$ cat config.mk
export PLATFORM = sky130hd
export DESIGN_NAME = spcg_top
export DESIGN_NICKNAME = d
export VERILOG_FILES = /design/src/rtl/spcg_pkg.sv /design/src/rtl/spcg_top.sv
export SDC_FILE = /design/constraint.sdc
export NUM_CORES = 1
export LEC_CHECK = 0
export BUFFER_PORTS_ARGS = -buffer_cell sky130_fd_sc_hd__buf_2
export CORE_ASPECT_RATIO = 1.5
export CORE_MARGIN = 5
export CORE_UTILIZATION = 40
export DETAILED_ROUTE_END_ITERATION = 6
export PLACE_DENSITY_LB_ADDON = 0.05
export SLEW_MARGIN = 20
export SYNTH_ARGS = -nofsm -noshare
export SYNTH_HDL_FRONTEND = slang
export SYNTH_SLANG_ARGS = --single-unit
export TNS_END_PERCENT = 1
$ cat constraint.sdc
create_clock -name i_clk_sys -period 2.3 [get_ports i_clk_sys]
set_clock_uncertainty 0.2 [all_clocks]
set_input_delay 0.115 -clock i_clk_sys [delete_from_list [all_inputs] [get_ports i_clk_sys]]
set_output_delay 0.115 -clock i_clk_sys [all_outputs]
set_load 0.01 [all_outputs]
$ cat src/rtl/spcg_pkg.sv
// Package: register map, field layout and state codes for sleep port clock gating
package spcg_pkg;
    // ****************************************
    // Register map (byte addresses)
    // ****************************************
    localparam logic [11:0] OFS_RUN_GATE = 12'h108;
    localparam logic [11:0] OFS_SLEEP_GATE = 12'h118;
    localparam logic [11:0] OFS_DEEP_GATE = 12'h128;
    localparam logic [11:0] OFS_CLK_CFG = 12'h060;
    localparam logic [11:0] OFS_IRQ_STATUS = 12'h200;
    localparam logic [11:0] OFS_IRQ_ENABLE = 12'h204;
    localparam logic [11:0] OFS_IRQ_CLEAR = 12'h208;
    localparam logic [11:0] OFS_POWER_STATE = 12'h20C;

    // ****************************************
    // Field layout and reset values
    // ****************************************
    localparam int NUM_PORTS = 8;
    localparam int CFG_AUTO_GATE_BIT = 27;
    localparam logic [7:0] GATE_RESET = 8'h00;
    localparam logic [31:0] WORD_ZERO = 32'h0000_0000;
    localparam logic [3:0] IRQ_RESET = 4'h0;
    localparam int IRQ_FAULT_BIT = 0;
    localparam int IRQ_MODE_BIT = 1;
    localparam int IRQ_WIDTH = 4;

    // ****************************************
    // Power modes
    // ****************************************
    typedef enum logic [2:0] {
        SPCG_RUN = 3'b001,
        SPCG_SLEEP = 3'b010,
        SPCG_DEEP = 3'b100
    } spcg_mode_t;

    // Bus slave states
    typedef enum logic [1:0] {
        SPCG_IDLE = 2'b01,
        SPCG_DONE = 2'b10
    } spcg_bus_t;
endpackage

$ cat src/rtl/spcg_top.sv
// Module: sleep-mode port clock gating control with register slave and port fault check
`timescale 1ns/1ns
module spcg_top #(
    parameter int PORTS = 8
) (
    // Clock and reset
    input wire logic i_clk_sys,
    input wire logic i_reset_n,
    // Avalon-MM register slave
    input wire logic [11:0] i_avs_address,
    input wire logic i_avs_read,
    input wire logic i_avs_write,
    input wire logic [31:0] i_avs_writedata,
    input wire logic [3:0] i_avs_byteenable,
    output logic [31:0] o_avs_readdata,
    output logic o_avs_waitrequest,
    output logic [1:0] o_avs_response,
    // Power mode requests from the system controller, asynchronous
    input wire logic i_sleep_req,
    input wire logic i_deep_sleep_req,
    // Port module accesses from the processor fabric, same clock
    input wire logic i_port_access,
    input wire logic [2:0] i_port_select,
    output logic o_port_fault,
    // Clock enables to the port modules
    output logic [PORTS-1:0] o_port_clock_en,
    // Interrupt
    output logic o_irq
);
    // ****************************************
    // Mode request synchronisers
    // ****************************************
    // Requests come from another domain; only the second flop feeds the mode logic
    logic [1:0] sleep_sync;
    logic [1:0] deep_sync;
    always_ff @(posedge i_clk_sys) begin
        if (!i_reset_n) begin
            sleep_sync <= 2'h0;
        end else begin
            sleep_sync <= {sleep_sync[0], i_sleep_req};
        end
    end

    always_ff @(posedge i_clk_sys) begin
        if (!i_reset_n) begin
            deep_sync <= 2'h0;
        end else begin
            deep_sync <= {deep_sync[0], i_deep_sleep_req};
        end
    end

    // ****************************************
    // Registers
    // ****************************************
    logic [PORTS-1:0] run_port_clock_gate;
    logic [PORTS-1:0] sleep_port_clock_gate;
    logic [PORTS-1:0] deep_sleep_port_clock_gate;
    logic [31:0] run_mode_clock_config;
    logic [spcg_pkg::IRQ_WIDTH-1:0] irq_status;
    logic [spcg_pkg::IRQ_WIDTH-1:0] irq_enable;
    spcg_pkg::spcg_mode_t mode;
    spcg_pkg::spcg_mode_t next_mode;
    spcg_pkg::spcg_bus_t bus_state;
    logic [31:0] read_word;
    logic [1:0] resp;
    logic [PORTS-1:0] gate_now;

    // Reserved bits above the port field are never stored, so they read back as zero
    function automatic logic [31:0] zext_ports(input logic [PORTS-1:0] v);
        return {{(32-PORTS){1'b0}}, v};
    endfunction

    // Byte-lane merge; lanes with a clear enable keep their old value
    function automatic logic [31:0] merge_lanes(input logic [31:0] old_v,
                                                input logic [31:0] new_v,
                                                input logic [3:0] be);
        logic [31:0] res;
        res = old_v;
        for (int i = 0; i < 4; i++) begin
            if (be[i]) begin
                res[i*8 +: 8] = new_v[i*8 +: 8];
            end
        end
        return res;
    endfunction

    // ****************************************
    // Address decode
    // ****************************************
    // A new access is taken only from idle, so each request is answered once
    wire logic access_start = (i_avs_read | i_avs_write) && (bus_state == spcg_pkg::SPCG_IDLE);
    wire logic wr_start = i_avs_write && (bus_state == spcg_pkg::SPCG_IDLE);
    wire logic hit_run = (i_avs_address == spcg_pkg::OFS_RUN_GATE);
    wire logic hit_sleep = (i_avs_address == spcg_pkg::OFS_SLEEP_GATE);
    wire logic hit_deep = (i_avs_address == spcg_pkg::OFS_DEEP_GATE);
    wire logic hit_cfg = (i_avs_address == spcg_pkg::OFS_CLK_CFG);
    wire logic hit_ists = (i_avs_address == spcg_pkg::OFS_IRQ_STATUS);
    wire logic hit_ien = (i_avs_address == spcg_pkg::OFS_IRQ_ENABLE);
    wire logic hit_iclr = (i_avs_address == spcg_pkg::OFS_IRQ_CLEAR);
    wire logic hit_pwr = (i_avs_address == spcg_pkg::OFS_POWER_STATE);
    wire logic hit_any = hit_run | hit_sleep | hit_deep | hit_cfg | hit_ists | hit_ien
                         | hit_iclr | hit_pwr;
    // Register views as software reads them
    wire logic [31:0] run_view = zext_ports(run_port_clock_gate);
    wire logic [31:0] sleep_view = zext_ports(sleep_port_clock_gate);
    wire logic [31:0] deep_view = zext_ports(deep_sleep_port_clock_gate);
    wire logic [31:0] irq_status_view = {{(32-spcg_pkg::IRQ_WIDTH){1'b0}}, irq_status};
    wire logic [31:0] irq_enable_view = {{(32-spcg_pkg::IRQ_WIDTH){1'b0}}, irq_enable};
    wire logic [31:0] merged_sleep = merge_lanes(sleep_view, i_avs_writedata, i_avs_byteenable);
    wire logic [31:0] merged_run = merge_lanes(run_view, i_avs_writedata, i_avs_byteenable);
    wire logic [31:0] merged_deep = merge_lanes(deep_view, i_avs_writedata, i_avs_byteenable);
    wire logic [31:0] merged_cfg = merge_lanes(run_mode_clock_config, i_avs_writedata,
                                               i_avs_byteenable);
    wire logic [31:0] merged_ien = merge_lanes(irq_enable_view, i_avs_writedata,
                                               i_avs_byteenable);
    // Sleep and deep-sleep registers only take over when this bit is set
    wire logic auto_clock_gating_select = run_mode_clock_config[spcg_pkg::CFG_AUTO_GATE_BIT];

    // Upper bits of the gate, interrupt and power state views read as zero; the configuration word reads back whole
    wire logic [31:0] rd_mux =
        hit_run ? run_view :
        hit_sleep ? sleep_view :
        hit_deep ? deep_view :
        hit_cfg ? run_mode_clock_config :
        hit_ists ? irq_status_view :
        hit_ien ? irq_enable_view :
        hit_pwr ? {29'h0000_0000, mode} :
        spcg_pkg::WORD_ZERO;

    // ****************************************
    // Mode selection and gating
    // ****************************************
    wire spcg_pkg::spcg_mode_t req_mode = deep_sync[1] ? spcg_pkg::SPCG_DEEP :
                                           sleep_sync[1] ? spcg_pkg::SPCG_SLEEP :
                                           spcg_pkg::SPCG_RUN;
    always_comb begin
        next_mode = req_mode;
    end

    // Without auto gating the run settings cover every mode
    always_comb begin
        unique case (mode)
            spcg_pkg::SPCG_RUN: gate_now = run_port_clock_gate;
            spcg_pkg::SPCG_SLEEP: begin
                if (auto_clock_gating_select) begin
                    gate_now = sleep_port_clock_gate;
                end else begin
                    gate_now = run_port_clock_gate;
                end
            end
            spcg_pkg::SPCG_DEEP: begin
                if (auto_clock_gating_select) begin
                    gate_now = deep_sleep_port_clock_gate;
                end else begin
                    gate_now = run_port_clock_gate;
                end
            end
            default: gate_now = run_port_clock_gate;
        endcase
    end

    // Registered enable avoids glitches into the port clock gates
    always_ff @(posedge i_clk_sys) begin
        if (!i_reset_n) begin
            o_port_clock_en <= spcg_pkg::GATE_RESET[PORTS-1:0];
        end else begin
            o_port_clock_en <= gate_now;
        end
    end

    // Applied mode trails the synchronised request by one edge
    always_ff @(posedge i_clk_sys) begin
        if (!i_reset_n) begin
            mode <= spcg_pkg::SPCG_RUN;
        end else begin
            mode <= next_mode;
        end
    end

    // ****************************************
    // Port access fault check
    // ****************************************
    // Checked against the enables the ports really see, whatever the mode
    wire logic port_fault_now = i_port_access && !o_port_clock_en[i_port_select];
    always_ff @(posedge i_clk_sys) begin
        if (!i_reset_n) begin
            o_port_fault <= 1'b0;
        end else begin
            o_port_fault <= port_fault_now;
        end
    end

    // ****************************************
    // Register writes
    // ****************************************
    always_ff @(posedge i_clk_sys) begin
        if (!i_reset_n) begin
            run_port_clock_gate <= spcg_pkg::GATE_RESET[PORTS-1:0];
        end else if (wr_start && hit_run) begin
            run_port_clock_gate <= merged_run[PORTS-1:0];
        end
    end

    always_ff @(posedge i_clk_sys) begin
        if (!i_reset_n) begin
            sleep_port_clock_gate <= spcg_pkg::GATE_RESET[PORTS-1:0];
        end else if (wr_start && hit_sleep) begin
            sleep_port_clock_gate <= merged_sleep[PORTS-1:0];
        end
    end

    always_ff @(posedge i_clk_sys) begin
        if (!i_reset_n) begin
            deep_sleep_port_clock_gate <= spcg_pkg::GATE_RESET[PORTS-1:0];
        end else if (wr_start && hit_deep) begin
            deep_sleep_port_clock_gate <= merged_deep[PORTS-1:0];
        end
    end

    // Configuration word is stored whole; only the auto gating bit is used here
    always_ff @(posedge i_clk_sys) begin
        if (!i_reset_n) begin
            run_mode_clock_config <= spcg_pkg::WORD_ZERO;
        end else if (wr_start && hit_cfg) begin
            run_mode_clock_config <= merged_cfg;
        end
    end

    // Only the low lane carries interrupt enables
    always_ff @(posedge i_clk_sys) begin
        if (!i_reset_n) begin
            irq_enable <= spcg_pkg::IRQ_RESET;
        end else if (wr_start && hit_ien) begin
            irq_enable <= merged_ien[spcg_pkg::IRQ_WIDTH-1:0];
        end
    end

    // ****************************************
    // Interrupt status: set wins over clear
    // ****************************************
    // A mode change is an event as well, so software can see sleep entry and exit
    wire logic mode_change = (next_mode != mode);
    wire logic [spcg_pkg::IRQ_WIDTH-1:0] irq_set =
        {2'b00, mode_change, port_fault_now};
    // Write-one-to-clear on the low lane; an event in the same cycle still sets
    wire logic [spcg_pkg::IRQ_WIDTH-1:0] irq_clr =
        (wr_start && hit_iclr && i_avs_byteenable[0])
        ? i_avs_writedata[spcg_pkg::IRQ_WIDTH-1:0] : spcg_pkg::IRQ_RESET;
    always_ff @(posedge i_clk_sys) begin
        if (!i_reset_n) begin
            irq_status <= spcg_pkg::IRQ_RESET;
        end else begin
            irq_status <= (irq_status & ~irq_clr) | irq_set;
        end
    end
    assign o_irq = |(irq_status & irq_enable);

    // ****************************************
    // Bus answer: one wait cycle, then done
    // ****************************************
    always_ff @(posedge i_clk_sys) begin
        if (!i_reset_n) begin
            bus_state <= spcg_pkg::SPCG_IDLE;
        end else begin
            unique case (bus_state)
                spcg_pkg::SPCG_IDLE: begin
                    if (access_start) begin
                        bus_state <= spcg_pkg::SPCG_DONE;
                    end
                end
                spcg_pkg::SPCG_DONE: begin
                    bus_state <= spcg_pkg::SPCG_IDLE;
                end
                default: bus_state <= spcg_pkg::SPCG_IDLE;
            endcase
        end
    end

    // Read data and response are captured at the taking edge and stand until the next access
    always_ff @(posedge i_clk_sys) begin
        if (!i_reset_n) begin
            read_word <= spcg_pkg::WORD_ZERO;
            resp <= 2'h0;
        end else if (access_start) begin
            read_word <= i_avs_read ? rd_mux : spcg_pkg::WORD_ZERO;
            // Unmapped offsets answer with a slave error
            resp <= hit_any ? 2'h0 : 2'h2;
        end
    end

    assign o_avs_waitrequest = (i_avs_read | i_avs_write) && (bus_state != spcg_pkg::SPCG_DONE);
    assign o_avs_readdata = read_word;
    assign o_avs_response = resp;
endmodule // spcg_top

==> results of run 1 <==
[worst max-delay path: cells and delay by family (launching register included)]
kind                   cells  cell delay, ns
AOI/OAI and AO/OA          1            0.11
buffers and inverters      1            0.56
DFF                        1            0.32
and+or+nand+nor            3            0.82
[worst max-delay path by stage]
| stage | cells after the start | end | startpoint | slack, ns |
|---|---|---|---|---|
| 6_report | 5 | irq_status[2]$_SDFF_PN0_ | bus_state[1]$_SDFFE_PN0P_ | 0.18 |
| 2_1_floorplan | 7 | irq_status[0]$_SDFF_PN0_ | bus_state[1]$_SDFFE_PN0P_ | 0.38 |
| 5_1_grt | 8 | run_mode_clock_config[13]$_SDFFE_PN0P_ | i_avs_address[9] | 0.06 |
| 4_1_cts | 5 | irq_status[2]$_SDFF_PN0_ | bus_state[1]$_SDFFE_PN0P_ | 0.04 |
| 3_5_place_dp | 7 | run_mode_clock_config[13]$_SDFFE_PN0P_ | i_avs_address[3] | 0.17 |
| 3_3_place_gp | 7 | run_mode_clock_config[13]$_SDFFE_PN0P_ | i_avs_address[3] | 0.21 |
[flip-flops by register name (all words and copies together) (netlist names)]
register	flops
bus_state	2
deep_sleep_port_clock_gate	8
deep_sync	2
irq_enable	4
irq_status	4
mode	3
o_avs_readdata	32
o_avs_response	1
o_port_clock_en	8
o_port_fault	1
run_mode_clock_config	32
run_port_clock_gate	8
sleep_port_clock_gate	8
sleep_sync	2
[layout make-up]
cell class / count / share of cell area (%)
clock buffers: 18 / 6.51
clock inverters: 14 / 2.39
inverters: 8 / 0.455
multi-input cells: 371 / 36.4
flip-flops and latches: 115 / 34.9
well taps: 153 / 2.90
repair buffers: 162 / 16.5
[timing repair]
action	4_1_cts	5_1_grt
endpoints found under the hold margin	71	0
hold buffers	39	0
gates resized for setup	0	1
setup endpoints to repair	0	1
[logic make-up after synthesis]
logic type,synth area share [%]
flip-flops,47.1
buffers and inverters,3.99
other,0.0767
AND/OR/NAND/NOR,20.6
multiplexers,11.0
AO/OA/AOI/OAI,17.2
[report_power, final]
part	leakage (nW)	total, mW	internal (mW)	switching [mW]
clock network	0.277	2.58	1.61	0.977
registers	0.929	2.02	2.01	0.0111
logic	1.60	0.336	0.143	0.192
[routing by layer]
layer	part of all wire [%]	track usage, %	vias to the layer above
met4	1.8	8.09	0
met1	39	22.5	2119
li1	-	-	2184
met5	0	0	-
met3	4.6	5.28	15
met2	54	36.2	99
[metrics by stage]
stage               total power, mW  worst slack (ns)
floorplan                      2.21             0.380
finish                         4.94             0.179
global route                   5.14            0.0642
global placement               2.35             0.206
CTS                            5.00            0.0432
detailed placement             2.35             0.166
[layout by cell type (no fill, tap or decap), types with 3 or more instances in the layout]
cell,n
sky130_fd_sc_hd__dlygate4sd3_1,39
sky130_fd_sc_hd__inv_1,7
sky130_fd_sc_hd__o211ai_1,3
sky130_fd_sc_hd__o32ai_1,3
sky130_fd_sc_hd__clkbuf_16,17
sky130_fd_sc_hd__or2_2,3
sky130_fd_sc_hd__a221oi_1,3
sky130_fd_sc_hd__nor2b_1,10
sky130_fd_sc_hd__a21oi_1,44
sky130_fd_sc_hd__and2_1,9
sky130_fd_sc_hd__buf_2,101
sky130_fd_sc_hd__mux2i_1,47
sky130_fd_sc_hd__o21ai_0,15
sky130_fd_sc_hd__clkinv_4,6
sky130_fd_sc_hd__nor3_1,5
sky130_fd_sc_hd__nand3_2,3
sky130_fd_sc_hd__o22ai_1,4
sky130_fd_sc_hd__nor4b_4,3
sky130_fd_sc_hd__nand2_1,37
sky130_fd_sc_hd__a22oi_1,39
sky130_fd_sc_hd__buf_4,20
sky130_fd_sc_hd__nor2_1,90
sky130_fd_sc_hd__nand3_1,5
sky130_fd_sc_hd__clkinvlp_4,3
sky130_fd_sc_hd__dfxtp_1,115
[synth_stat cells (4+ instances only)]
cell	count
sky130_fd_sc_hd__dfxtp_1	115
sky130_fd_sc_hd__nor2_1	90
sky130_fd_sc_hd__mux2i_1	47
sky130_fd_sc_hd__a21oi_1	44
sky130_fd_sc_hd__a22oi_1	39
sky130_fd_sc_hd__nand2_1	37
sky130_fd_sc_hd__clkbuf_1	21
sky130_fd_sc_hd__o21ai_0	15
sky130_fd_sc_hd__nor2b_1	10
sky130_fd_sc_hd__and2_1	9
sky130_fd_sc_hd__inv_1	8
sky130_fd_sc_hd__buf_4	5
sky130_fd_sc_hd__nand3_1	5
sky130_fd_sc_hd__nor3_1	5
sky130_fd_sc_hd__o22ai_1	4
==> results.rst, run 1 <==
.. list-table::
   :header-rows: 1

   * - Metric
     - Value
   * - Period utilisation layout
     - 92.2%
   * - Worst reg2reg path endpoint
     - irq_status[2]$_SDFF_PN0_
   * - Fillers
     - 1195
   * - Post-CTS setup buffer count
     - 0
   * - Maximum number of pins on one net before global-route repair
     - 63
   * - Detailed-route via count
     - 4417
   * - Effective utilization at floorplan
     - 40.7%
   * - I/O Pins
     - 103
   * - Max Transition Viols Final
     - 0
   * - Vias in the first global route
     - 4592
   * - Floorplan Core Area
     - 12000 um2
   * - Library cell used as clock root buffer
     - sky130_fd_sc_hd__clkbuf_16
   * - Setup slack on the worst flop-to-flop path
     - 0.18 ns
   * - TritonCTS clock tree
     - done
   * - Worst skew pair latency
     - 0.41 ns
   * - Register bit count reported by yosys
     - 115
   * - Maximum fanout along the worst path
     - 10
   * - Total CTS buffers
     - 17
   * - Final HPWL from detailed placement
     - 10300 um
   * - Number of standard-cell rows in the floorplan
     - 49
   * - Area share of the leading cell type in the synthesized netlist
     - 47.1%
   * - Final hold violations
     - 0
   * - Sum of overflow across all layers after global routing
     - 0
   * - Count of different cell masters after synthesis
     - 59
   * - Kind of critical path
     - reg -> reg
   * - Max stage delay on crit path
     - 0.56 ns
   * - Global-route wire length before repair
     - 23200 um
   * - Peak clock frequency supported by timing
     - 471 MHz
   * - Post-synthesis async set-or-reset flop share
     - 0%
   * - Die height
     - 145 um
   * - Cell at the slowest stage of the critical path
     - sky130_fd_sc_hd__dlygate4sd3_1
   * - Maximum buffer depth of the clock tree
     - 2
   * - Nature of the critical path startpoint
     - flip-flop
   * - Sum Neg Setup Slack
     - 0 ns
   * - Register area share after synthesis
     - 47.1%
   * - Wire length per cell after detailed routing
     - 17.0 um
   * - Setup repair after global routing missed its margin
     - false
   * - DR pass1 iterations
     - 5
   * - Min-Delay Path Class
     - in -> reg
   * - DRC violation count after routing
     - 0
   * - Cell count of the worst hold path
     - 4
   * - Synthesis warning total
     - 0
   * - Number of antenna violations at the first check in global routing
     - 0
   * - Sequential cell area in the final layout
     - 2300 um2
   * - Critical path required time
     - 2.39 ns
   * - Worst hold slack after final layout
     - 0.0227 ns
   * - Main flop type after synthesis
     - sky130_fd_sc_hd__dfxtp_1
   * - Final standard cell area without fillers
     - 6600 um2
   * - Die area
     - 14600 um2
   * - Minimum clock period
     - 2.12 ns
   * - Hold path endpoint
     - run_mode_clock_config[19]$_SDFFE_PN0P_
   * - Final net count
     - 733
   * - H-tree lvl count
     - 4
   * - Post-route non-filler standard cell count
     - 841
   * - Power per Cell Area
     - 749 nW/um2
   * - Initial detailed-routing violation count
     - 265
   * - Final setup viols
     - 0
   * - Cell Count Post-Placement
     - 770
   * - Number of buffer cells added on primary ports
     - 101
   * - Final Routed Wirelength
     - 14300 um
   * - Instance area after placement
     - 5610 um2
   * - Tightest Pin Transition
     - 0.713 ns
   * - All-Layer GR Usage
     - 20.3%
   * - Post-Synthesis Net Count
     - 584
   * - Max-slew headroom
     - 52.3%
   * - Capturing element type of the critical path
     - flip-flop
   * - Avg Synthesized Cell Area
     - 9.29 um2
   * - Worst Reg2Reg Path Length in Cells
     - 5
   * - Max Cap Violations
     - 0
   * - Chain of cells forming the critical path
     - and3b_1, nand2_2, nor3b_2, a21oi_1, dlygate4sd3_1
   * - Count of flip-flops with a built-in enable after synthesis
     - 0
   * - Clock slew seen by the registers of the worst setup and hold paths
     - 0.06 ns
   * - Area overhead of the layout relative to synthesis
     - 34.9%
   * - Number of antenna repair diodes
     - 0
   * - Arrival time of the worst setup path
     - 2.21 ns
   * - DRT antenna net count
     - 0
   * - Worst hold path startpoint
     - i_avs_byteenable[2]
   * - Cells taking the most area after synthesis
     - sky130_fd_sc_hd__dfxtp_1 47%, sky130_fd_sc_hd__mux2i_1 9.6%, sky130_fd_sc_hd__nor2_1 6.9%
   * - Worst reg2reg path startpoint
     - bus_state[1]$_SDFFE_PN0P_
   * - CTS Sinks
     - 115
   * - Mapped Area
     - 4890 um2
   * - Static power due to leakage
     - 2.81 nW
   * - Leading area contributor after synthesis
     - sky130_fd_sc_hd__dfxtp_1
   * - Weighted congestion reported at the end of routability-driven placement
     - 0.831
   * - Share of final-layout standard cells stronger than drive strength 1
     - 26.3%
   * - Final cell utilization of the core
     - 54.9%
   * - Cells after synthesis
     - 526
   * - Worst IR Drop VDD
     - 0.000448 V
   * - Per-cell via count in the routed design
     - 5.25
   * - Run status
     - complete, no violations
   * - Area used by multi-input combinational logic
     - 2400 um2
   * - Die Width
     - 100 um
Power figures use the tool's default switching activity.
==> run 2, diff against run 1 <==
CELL_PAD_IN_SITES_DETAIL_PLACEMENT = 0   (was default)
CELL_PAD_IN_SITES_GLOBAL_PLACEMENT = 1   (was default)
==> results.rst, run 2 (same netlist as run 1, synthesis figures left out) <==
.. list-table::
   :header-rows: 1

   * - Metric
     - Value
   * - Sequential cell area in the final layout
     - 2300 um2 (unchanged)
   * - Min-Delay Path Class
     - in -> reg (unchanged)
   * - Library cell used as clock root buffer
     - sky130_fd_sc_hd__clkbuf_16 (unchanged)
   * - Wire length per cell after detailed routing
     - 17.4 um (was 17.0 um)
   * - Share of final-layout standard cells stronger than drive strength 1
     - 26.1% (was 26.3%)
   * - Final hold violations
     - 0 (unchanged)
   * - Final Routed Wirelength
     - 14600 um (was 14300 um)
   * - Fillers
     - 1159 (was 1195)
   * - H-tree lvl count
     - 4 (unchanged)
   * - Weighted congestion reported at the end of routability-driven placement
     - 0.824 (was 0.831)
   * - Maximum buffer depth of the clock tree
     - 2 (unchanged)
   * - Post-route non-filler standard cell count
     - 839 (was 841)
   * - Most frequent cells in the layout
     - 115 x sky130_fd_sc_hd__dfxtp_1, 101 x sky130_fd_sc_hd__buf_2, 90 x sky130_fd_sc_hd__nor2_1 (unchanged)
   * - Period utilisation layout
     - 88.2% (was 92.2%)
   * - Cell Count Post-Placement
     - 770 (unchanged)
   * - Die area
     - 14600 um2 (unchanged)
   * - Leading cell type in the layout, fill and taps excluded
     - sky130_fd_sc_hd__dfxtp_1 (unchanged)
   * - Global-route wire length before repair
     - 23300 um (was 23200 um)
   * - Run status
     - complete, no violations (unchanged)
   * - Per-cell via count in the routed design
     - 5.27 (was 5.25)
   * - Critical path required time
     - 2.40 ns (was 2.39 ns)
   * - Number of antenna violations at the first check in global routing
     - 0 (unchanged)
   * - Arrival time of the worst setup path
     - 2.12 ns (was 2.21 ns)
   * - Tightest Pin Transition
     - 0.608 ns (was 0.713 ns)
   * - Chain of cells forming the critical path
     - and3b_1, nand2_2, nor3b_1, nand2_1, a31o_2 (was and3b_1, nand2_2, nor3b_2, a21oi_1, dlygate4sd3_1)
   * - Number of buffer and inverter stages on the critical path
     - 0 (was 1)
   * - Final setup viols
     - 0 (unchanged)
   * - Vias in the first global route
     - 4533 (was 4592)
   * - Worst skew pair latency
     - 0.40 ns (was 0.41 ns)
   * - Effective utilization at floorplan
     - 40.7% (unchanged)
   * - Worst IR Drop VDD
     - 0.000509 V (was 0.000448 V)
   * - Max stage delay on crit path
     - 0.54 ns (was 0.56 ns)
   * - Capturing element type of the critical path
     - flip-flop (unchanged)
   * - Power per Cell Area
     - 751 nW/um2 (was 749 nW/um2)
   * - Floorplan Core Area
     - 12000 um2 (unchanged)
   * - Sum Neg Setup Slack
     - 0 ns (unchanged)
   * - DR pass1 iterations
     - 4 (was 5)
   * - Sum of overflow across all layers after global routing
     - 0 (unchanged)
   * - Max-slew headroom
     - 59.5% (was 52.3%)
   * - Peak clock frequency supported by timing
     - 493 MHz (was 471 MHz)
   * - Static power due to leakage
     - 2.81 nW (about the same)
   * - CTS Sinks
     - 115 (unchanged)
   * - Number of antenna repair diodes
     - 0 (unchanged)
   * - Cell type group with the largest total delay on the critical path
     - simple AND/OR/NAND/NOR gates (unchanged)
   * - Post-CTS setup buffer count
     - 0 (unchanged)
   * - Minimum setup slack in the final design
     - 0.272 ns (was 0.179 ns)
   * - Number of buffer cells added on primary ports
     - 101 (unchanged)
   * - Cell at the slowest stage of the critical path
     - sky130_fd_sc_hd__nor3b_1 (was sky130_fd_sc_hd__dlygate4sd3_1)
   * - Nature of the critical path startpoint
     - flip-flop (unchanged)
   * - Maximum fanout along the worst path
     - 14 (was 10)
   * - Max Transition Viols Final
     - 0 (unchanged)
   * - TritonCTS clock tree
     - done (unchanged)
   * - Area overhead of the layout relative to synthesis
     - 34.4% (was 34.9%)
   * - DRT antenna net count
     - 0 (unchanged)
   * - Clock slew seen by the registers of the worst setup and hold paths
     - 0.05 ns (was 0.06 ns)
   * - Setup repair after global routing missed its margin
     - false (unchanged)
   * - All-Layer GR Usage
     - 20.4% (was 20.3%)
   * - Area used by multi-input combinational logic
     - 2390 um2 (was 2400 um2)
   * - Die Width
     - 100 um (unchanged)
   * - Initial detailed-routing violation count
     - 218 (was 265)
   * - Detailed-route via count
     - 4425 (was 4417)
   * - Maximum number of pins on one net before global-route repair
     - 60 (was 63)
   * - Kind of critical path
     - reg -> reg (unchanged)
   * - DRC violation count after routing
     - 0 (unchanged)
   * - Max Cap Violations
     - 0 (unchanged)
   * - Minimum clock period
     - 2.03 ns (was 2.12 ns)
   * - Final net count
     - 732 (was 733)
   * - Die height
     - 145 um (unchanged)
   * - I/O Pins
     - 103 (unchanged)
   * - DP Worst Slack
     - 0.0685 ns (was 0.166 ns)
   * - Final HPWL from detailed placement
     - 10500 um (was 10300 um)
   * - Number of standard-cell rows in the floorplan
     - 49 (unchanged)
   * - Total CTS buffers
     - 17 (unchanged)
==> run 2: final timing paths <==
| check | start | end | slack [ns] | cells past startpoint |
|---|---|---|---|---|
| max | bus_state[1]$_SDFFE_PN0P_ | irq_status[0]$_SDFF_PN0_ | 0.27 | 5 |
| min | i_avs_byteenable[3] | run_mode_clock_config[28]$_SDFFE_PN0P_ | 0.02 | 4 |
| max reg2reg | bus_state[1]$_SDFFE_PN0P_ | irq_status[0]$_SDFF_PN0_ | 0.27 | 5 |
| min reg2reg | deep_sync[0]$_SDFF_PN0_ | deep_sync[1]$_SDFF_PN0_ | 0.25 | 1 |
==> run 2: power by group <==
part,switching [mW],internal (mW)
sequential,0.0124,2.01
clock,0.887,1.69
combinational,0.194,0.138
==> run 2: worst min-delay path, stage by stage <==
cell and delay, ns:
sky130_fd_sc_hd__buf_2 0.11, sky130_fd_sc_hd__nand3_2 0.20, sky130_fd_sc_hd__mux2i_1 0.11, sky130_fd_sc_hd__nor2_1 0.07
==> run 2: through the flow <==
stage | util [%] | cell area (um2) | hold WS (ns) | total power, mW
floorplan | - | 4890 | 0.00205 | 2.21
global placement | 46.6 | 5600 | 0.127 | 2.35
detailed placement | 46.6 | 5600 | 0.125 | 2.34
CTS | 54.7 | 6570 | 0.0207 | 4.99
global route | 54.7 | 6570 | 0.0479 | 5.11
finish | 54.7 | 6570 | 0.0244 | 4.94
==> run 2: timing repair <==
item	in CTS	in global routing
hold buffers	38	0
resized for setup	0	0
endpoints found under the hold margin	68	0
==> run 2: per-layer routing <==
layer | part of all wire (%) | global-route usage, % | vias to the layer above
li1 | - | - | 2171
met1 | 38 | 22.0 | 2090
met2 | 52 | 35.6 | 129
met3 | 5.6 | 6.19 | 35
met4 | 4.1 | 9.64 | 0
met5 | 0 | 0 | -
==> run 2: area by class of cell <==
type                            instances  area share [%]
Multi-Input combinational cell        371            36.5
Sequential cell                       115            35.0
Timing Repair Buffer                  161            16.2
Clock buffer                           22            7.37
Tap cell                              153            2.91
Clock inverter                          9            1.58
Inverter                                8           0.457
==> run 3, diff against run 2 <==
PLACE_DENSITY_LB_ADDON = 0.1   (was 0.05)
==> results.rst, run 3 (same netlist as run 1, synthesis figures left out) <==
.. list-table::
   :header-rows: 1

   * - Metric
     - Value
   * - Run status
     - complete, no violations (unchanged)
   * - Global-route wire length before repair
     - 23300 um (about the same)
   * - Initial detailed-routing violation count
     - 188 (was 218)
   * - Die Width
     - 100 um (unchanged)
   * - Sum of overflow across all layers after global routing
     - 0 (unchanged)
   * - Worst IR Drop VDD
     - 0.000656 V (was 0.000509 V)
   * - H-tree lvl count
     - 4 (unchanged)
   * - Weighted congestion reported at the end of routability-driven placement
     - 0.834 (was 0.824)
   * - Setup repair after global routing missed its margin
     - false (unchanged)
   * - Final setup viols
     - 0 (unchanged)
   * - Area overhead of the layout relative to synthesis
     - 35.4% (was 34.4%)
   * - TritonCTS clock tree
     - done (unchanged)
   * - Sum Neg Setup Slack
     - 0 ns (unchanged)
   * - Total CTS buffers
     - 17 (unchanged)
   * - Per-cell via count in the routed design
     - 5.34 (was 5.27)
   * - Min-Delay Path Class
     - in -> reg (unchanged)
   * - DRT met1 WL
     - 5460 um (was 5610 um)
   * - Routed wl met3
     - 806 um (was 812 um)
   * - Kind of critical path
     - reg -> reg (unchanged)
   * - Floorplan Core Area
     - 12000 um2 (unchanged)
   * - Effective utilization at floorplan
     - 40.7% (unchanged)
   * - Period utilisation layout
     - 90.9% (was 88.2%)
   * - Maximum fanout along the worst path
     - 14 (unchanged)
   * - Nature of the critical path startpoint
     - flip-flop (unchanged)
   * - Max stage delay on crit path
     - 0.54 ns (about the same)
   * - Top layer in use
     - met4 (unchanged)
   * - Critical path required time
     - 2.40 ns (about the same)
   * - Power per Cell Area
     - 751 nW/um2 (about the same)
   * - Minimum setup slack in the final design
     - 0.210 ns (was 0.272 ns)
   * - Number of antenna violations at the first check in global routing
     - 0 (unchanged)
   * - Chain of cells forming the critical path
     - and3b_1, nand2_2, nor3b_1, nand2_1, a31o_2 (unchanged)
   * - Wire length per cell after detailed routing
     - 17.3 um (was 17.4 um)
   * - DR pass1 iterations
     - 4 (unchanged)
   * - DP Worst Slack
     - 0.160 ns (was 0.0685 ns)
   * - Cell at the slowest stage of the critical path
     - sky130_fd_sc_hd__nor3b_1 (unchanged)
   * - Detailed-route via count
     - 4495 (was 4425)
   * - Maximum buffer depth of the clock tree
     - 2 (unchanged)
   * - Final HPWL from detailed placement
     - 10500 um (about the same)
   * - Die height
     - 145 um (unchanged)
   * - Maximum number of pins on one net before global-route repair
     - 34 (was 60)
   * - Met2 Wirelength
     - 7780 um (was 7580 um)
   * - Static power due to leakage
     - 2.82 nW (was 2.81 nW)
   * - I/O Pins
     - 103 (unchanged)
   * - CTS Sinks
     - 115 (unchanged)
   * - Arrival time of the worst setup path
     - 2.19 ns (was 2.12 ns)
   * - Cts repair resizes
     - 0 (unchanged)
   * - All-Layer GR Usage
     - 20.2% (was 20.4%)
   * - Capturing element type of the critical path
     - flip-flop (unchanged)
   * - Final Routed Wirelength
     - 14600 um (about the same)
   * - Die area
     - 14600 um2 (unchanged)
   * - Library cell used as clock root buffer
     - sky130_fd_sc_hd__clkbuf_16 (unchanged)
   * - Most frequent cells in the layout
     - 115 x sky130_fd_sc_hd__dfxtp_1, 101 x sky130_fd_sc_hd__buf_2, 90 x sky130_fd_sc_hd__nor2_1 (unchanged)
   * - Number of standard-cell rows in the floorplan
     - 49 (unchanged)
   * - Max-slew headroom
     - 51.0% (was 59.5%)
   * - Number of antenna repair diodes
     - 0 (unchanged)
   * - Max Cap Violations
     - 0 (unchanged)
   * - Peak clock frequency supported by timing
     - 479 MHz (was 493 MHz)
   * - Minimum clock period
     - 2.09 ns (was 2.03 ns)
   * - Share of final-layout standard cells stronger than drive strength 1
     - 26.5% (was 26.1%)
   * - Tightest Pin Transition
     - 0.734 ns (was 0.608 ns)
   * - Fillers
     - 1168 (was 1159)
   * - Worst skew pair latency
     - 0.41 ns (was 0.40 ns)
   * - Leading cell type in the layout, fill and taps excluded
     - sky130_fd_sc_hd__dfxtp_1 (unchanged)
   * - Final net count
     - 733 (was 732)
   * - Clock slew seen by the registers of the worst setup and hold paths
     - 0.06 ns (was 0.05 ns)
   * - DRC violation count after routing
     - 0 (unchanged)
   * - Max Transition Viols Final
     - 0 (unchanged)
   * - DRT antenna net count
     - 0 (unchanged)
   * - Final hold violations
     - 0 (unchanged)
   * - Vias in the first global route
     - 4685 (was 4533)
   * - Number of buffer cells added on primary ports
     - 101 (unchanged)
## run 3: cell types whose count changed in the layout (fill, tap and decap cells not counted), moves of 2 or more
cell                       delta
sky130_fd_sc_hd__buf_12       +3
sky130_fd_sc_hd__buf_4        -2
sky130_fd_sc_hd__clkbuf_8     -3
sky130_fd_sc_hd__clkinv_2     -2
sky130_fd_sc_hd__clkinv_4     +3
sky130_fd_sc_hd__inv_6        +3
## run 3: timing repair
action	CTS	global route
hold endpoints to repair	68	0
setup buffers	0	0
hold buffers	38	0
## run 3: area by class of cell
type | count | area, um2 | share of cell area [%]
Timing Repair Buffer | 162 | 1110 | 16.7
Clock inverter | 14 | 154 | 2.32
Clock buffer | 18 | 439 | 6.63
Multi-Input combinational cell | 371 | 2390 | 36.2
Sequential cell | 115 | 2300 | 34.8
Tap cell | 153 | 191 | 2.89
Inverter | 8 | 30.0 | 0.454
## run 3: worst max-delay path: cells and delay by family (launching register included)
family / cells / cell delay [ns]
AO/OA/AOI/OAI: 1 / 0.26
flip-flops: 1 / 0.32
AND/OR/NAND/NOR: 4 / 1.19
## run 3: power by group
group / switching (mW) / total (mW) / internal, mW
clock network: 0.977 / 2.61 / 1.63
logic: 0.198 / 0.345 / 0.147
registers: 0.0121 / 2.02 / 2.01
## run 3: final timing paths
| path | from | endpoint | slack, ns | depth (start not counted) |
|---|---|---|---|---|
| min reg2reg | sleep_sync[0]$_SDFF_PN0_ | sleep_sync[1]$_SDFF_PN0_ | 0.23 | 1 |
| max reg2reg | bus_state[1]$_SDFFE_PN0P_ | irq_status[0]$_SDFF_PN0_ | 0.21 | 5 |
| max | bus_state[1]$_SDFFE_PN0P_ | irq_status[0]$_SDFF_PN0_ | 0.21 | 5 |
| min | i_avs_write | o_avs_response[1]$_SDFFE_PN0P_ | 0.03 | 4 |
## run 3: routing by layer
metal	global-route usage, %	vias to the layer above
met2	36.7	125
met1	21.0	2165
met4	9.04	0
li1	-	2171
met3	5.61	34
met5	0	-
## run 3: per-stage QoR
step	total power, mW	instance area (um2)	hold slack, ns	utilization [%]	std cells
detailed placement	2.36	5650	0.140	47.0	771
global route	5.15	6620	0.0536	55.1	841
finish	4.97	6620	0.0291	55.1	841
CTS	5.03	6620	0.0118	55.1	841
global placement	2.36	5650	0.137	47.0	771
floorplan	2.21	4890	0.00205	-	526
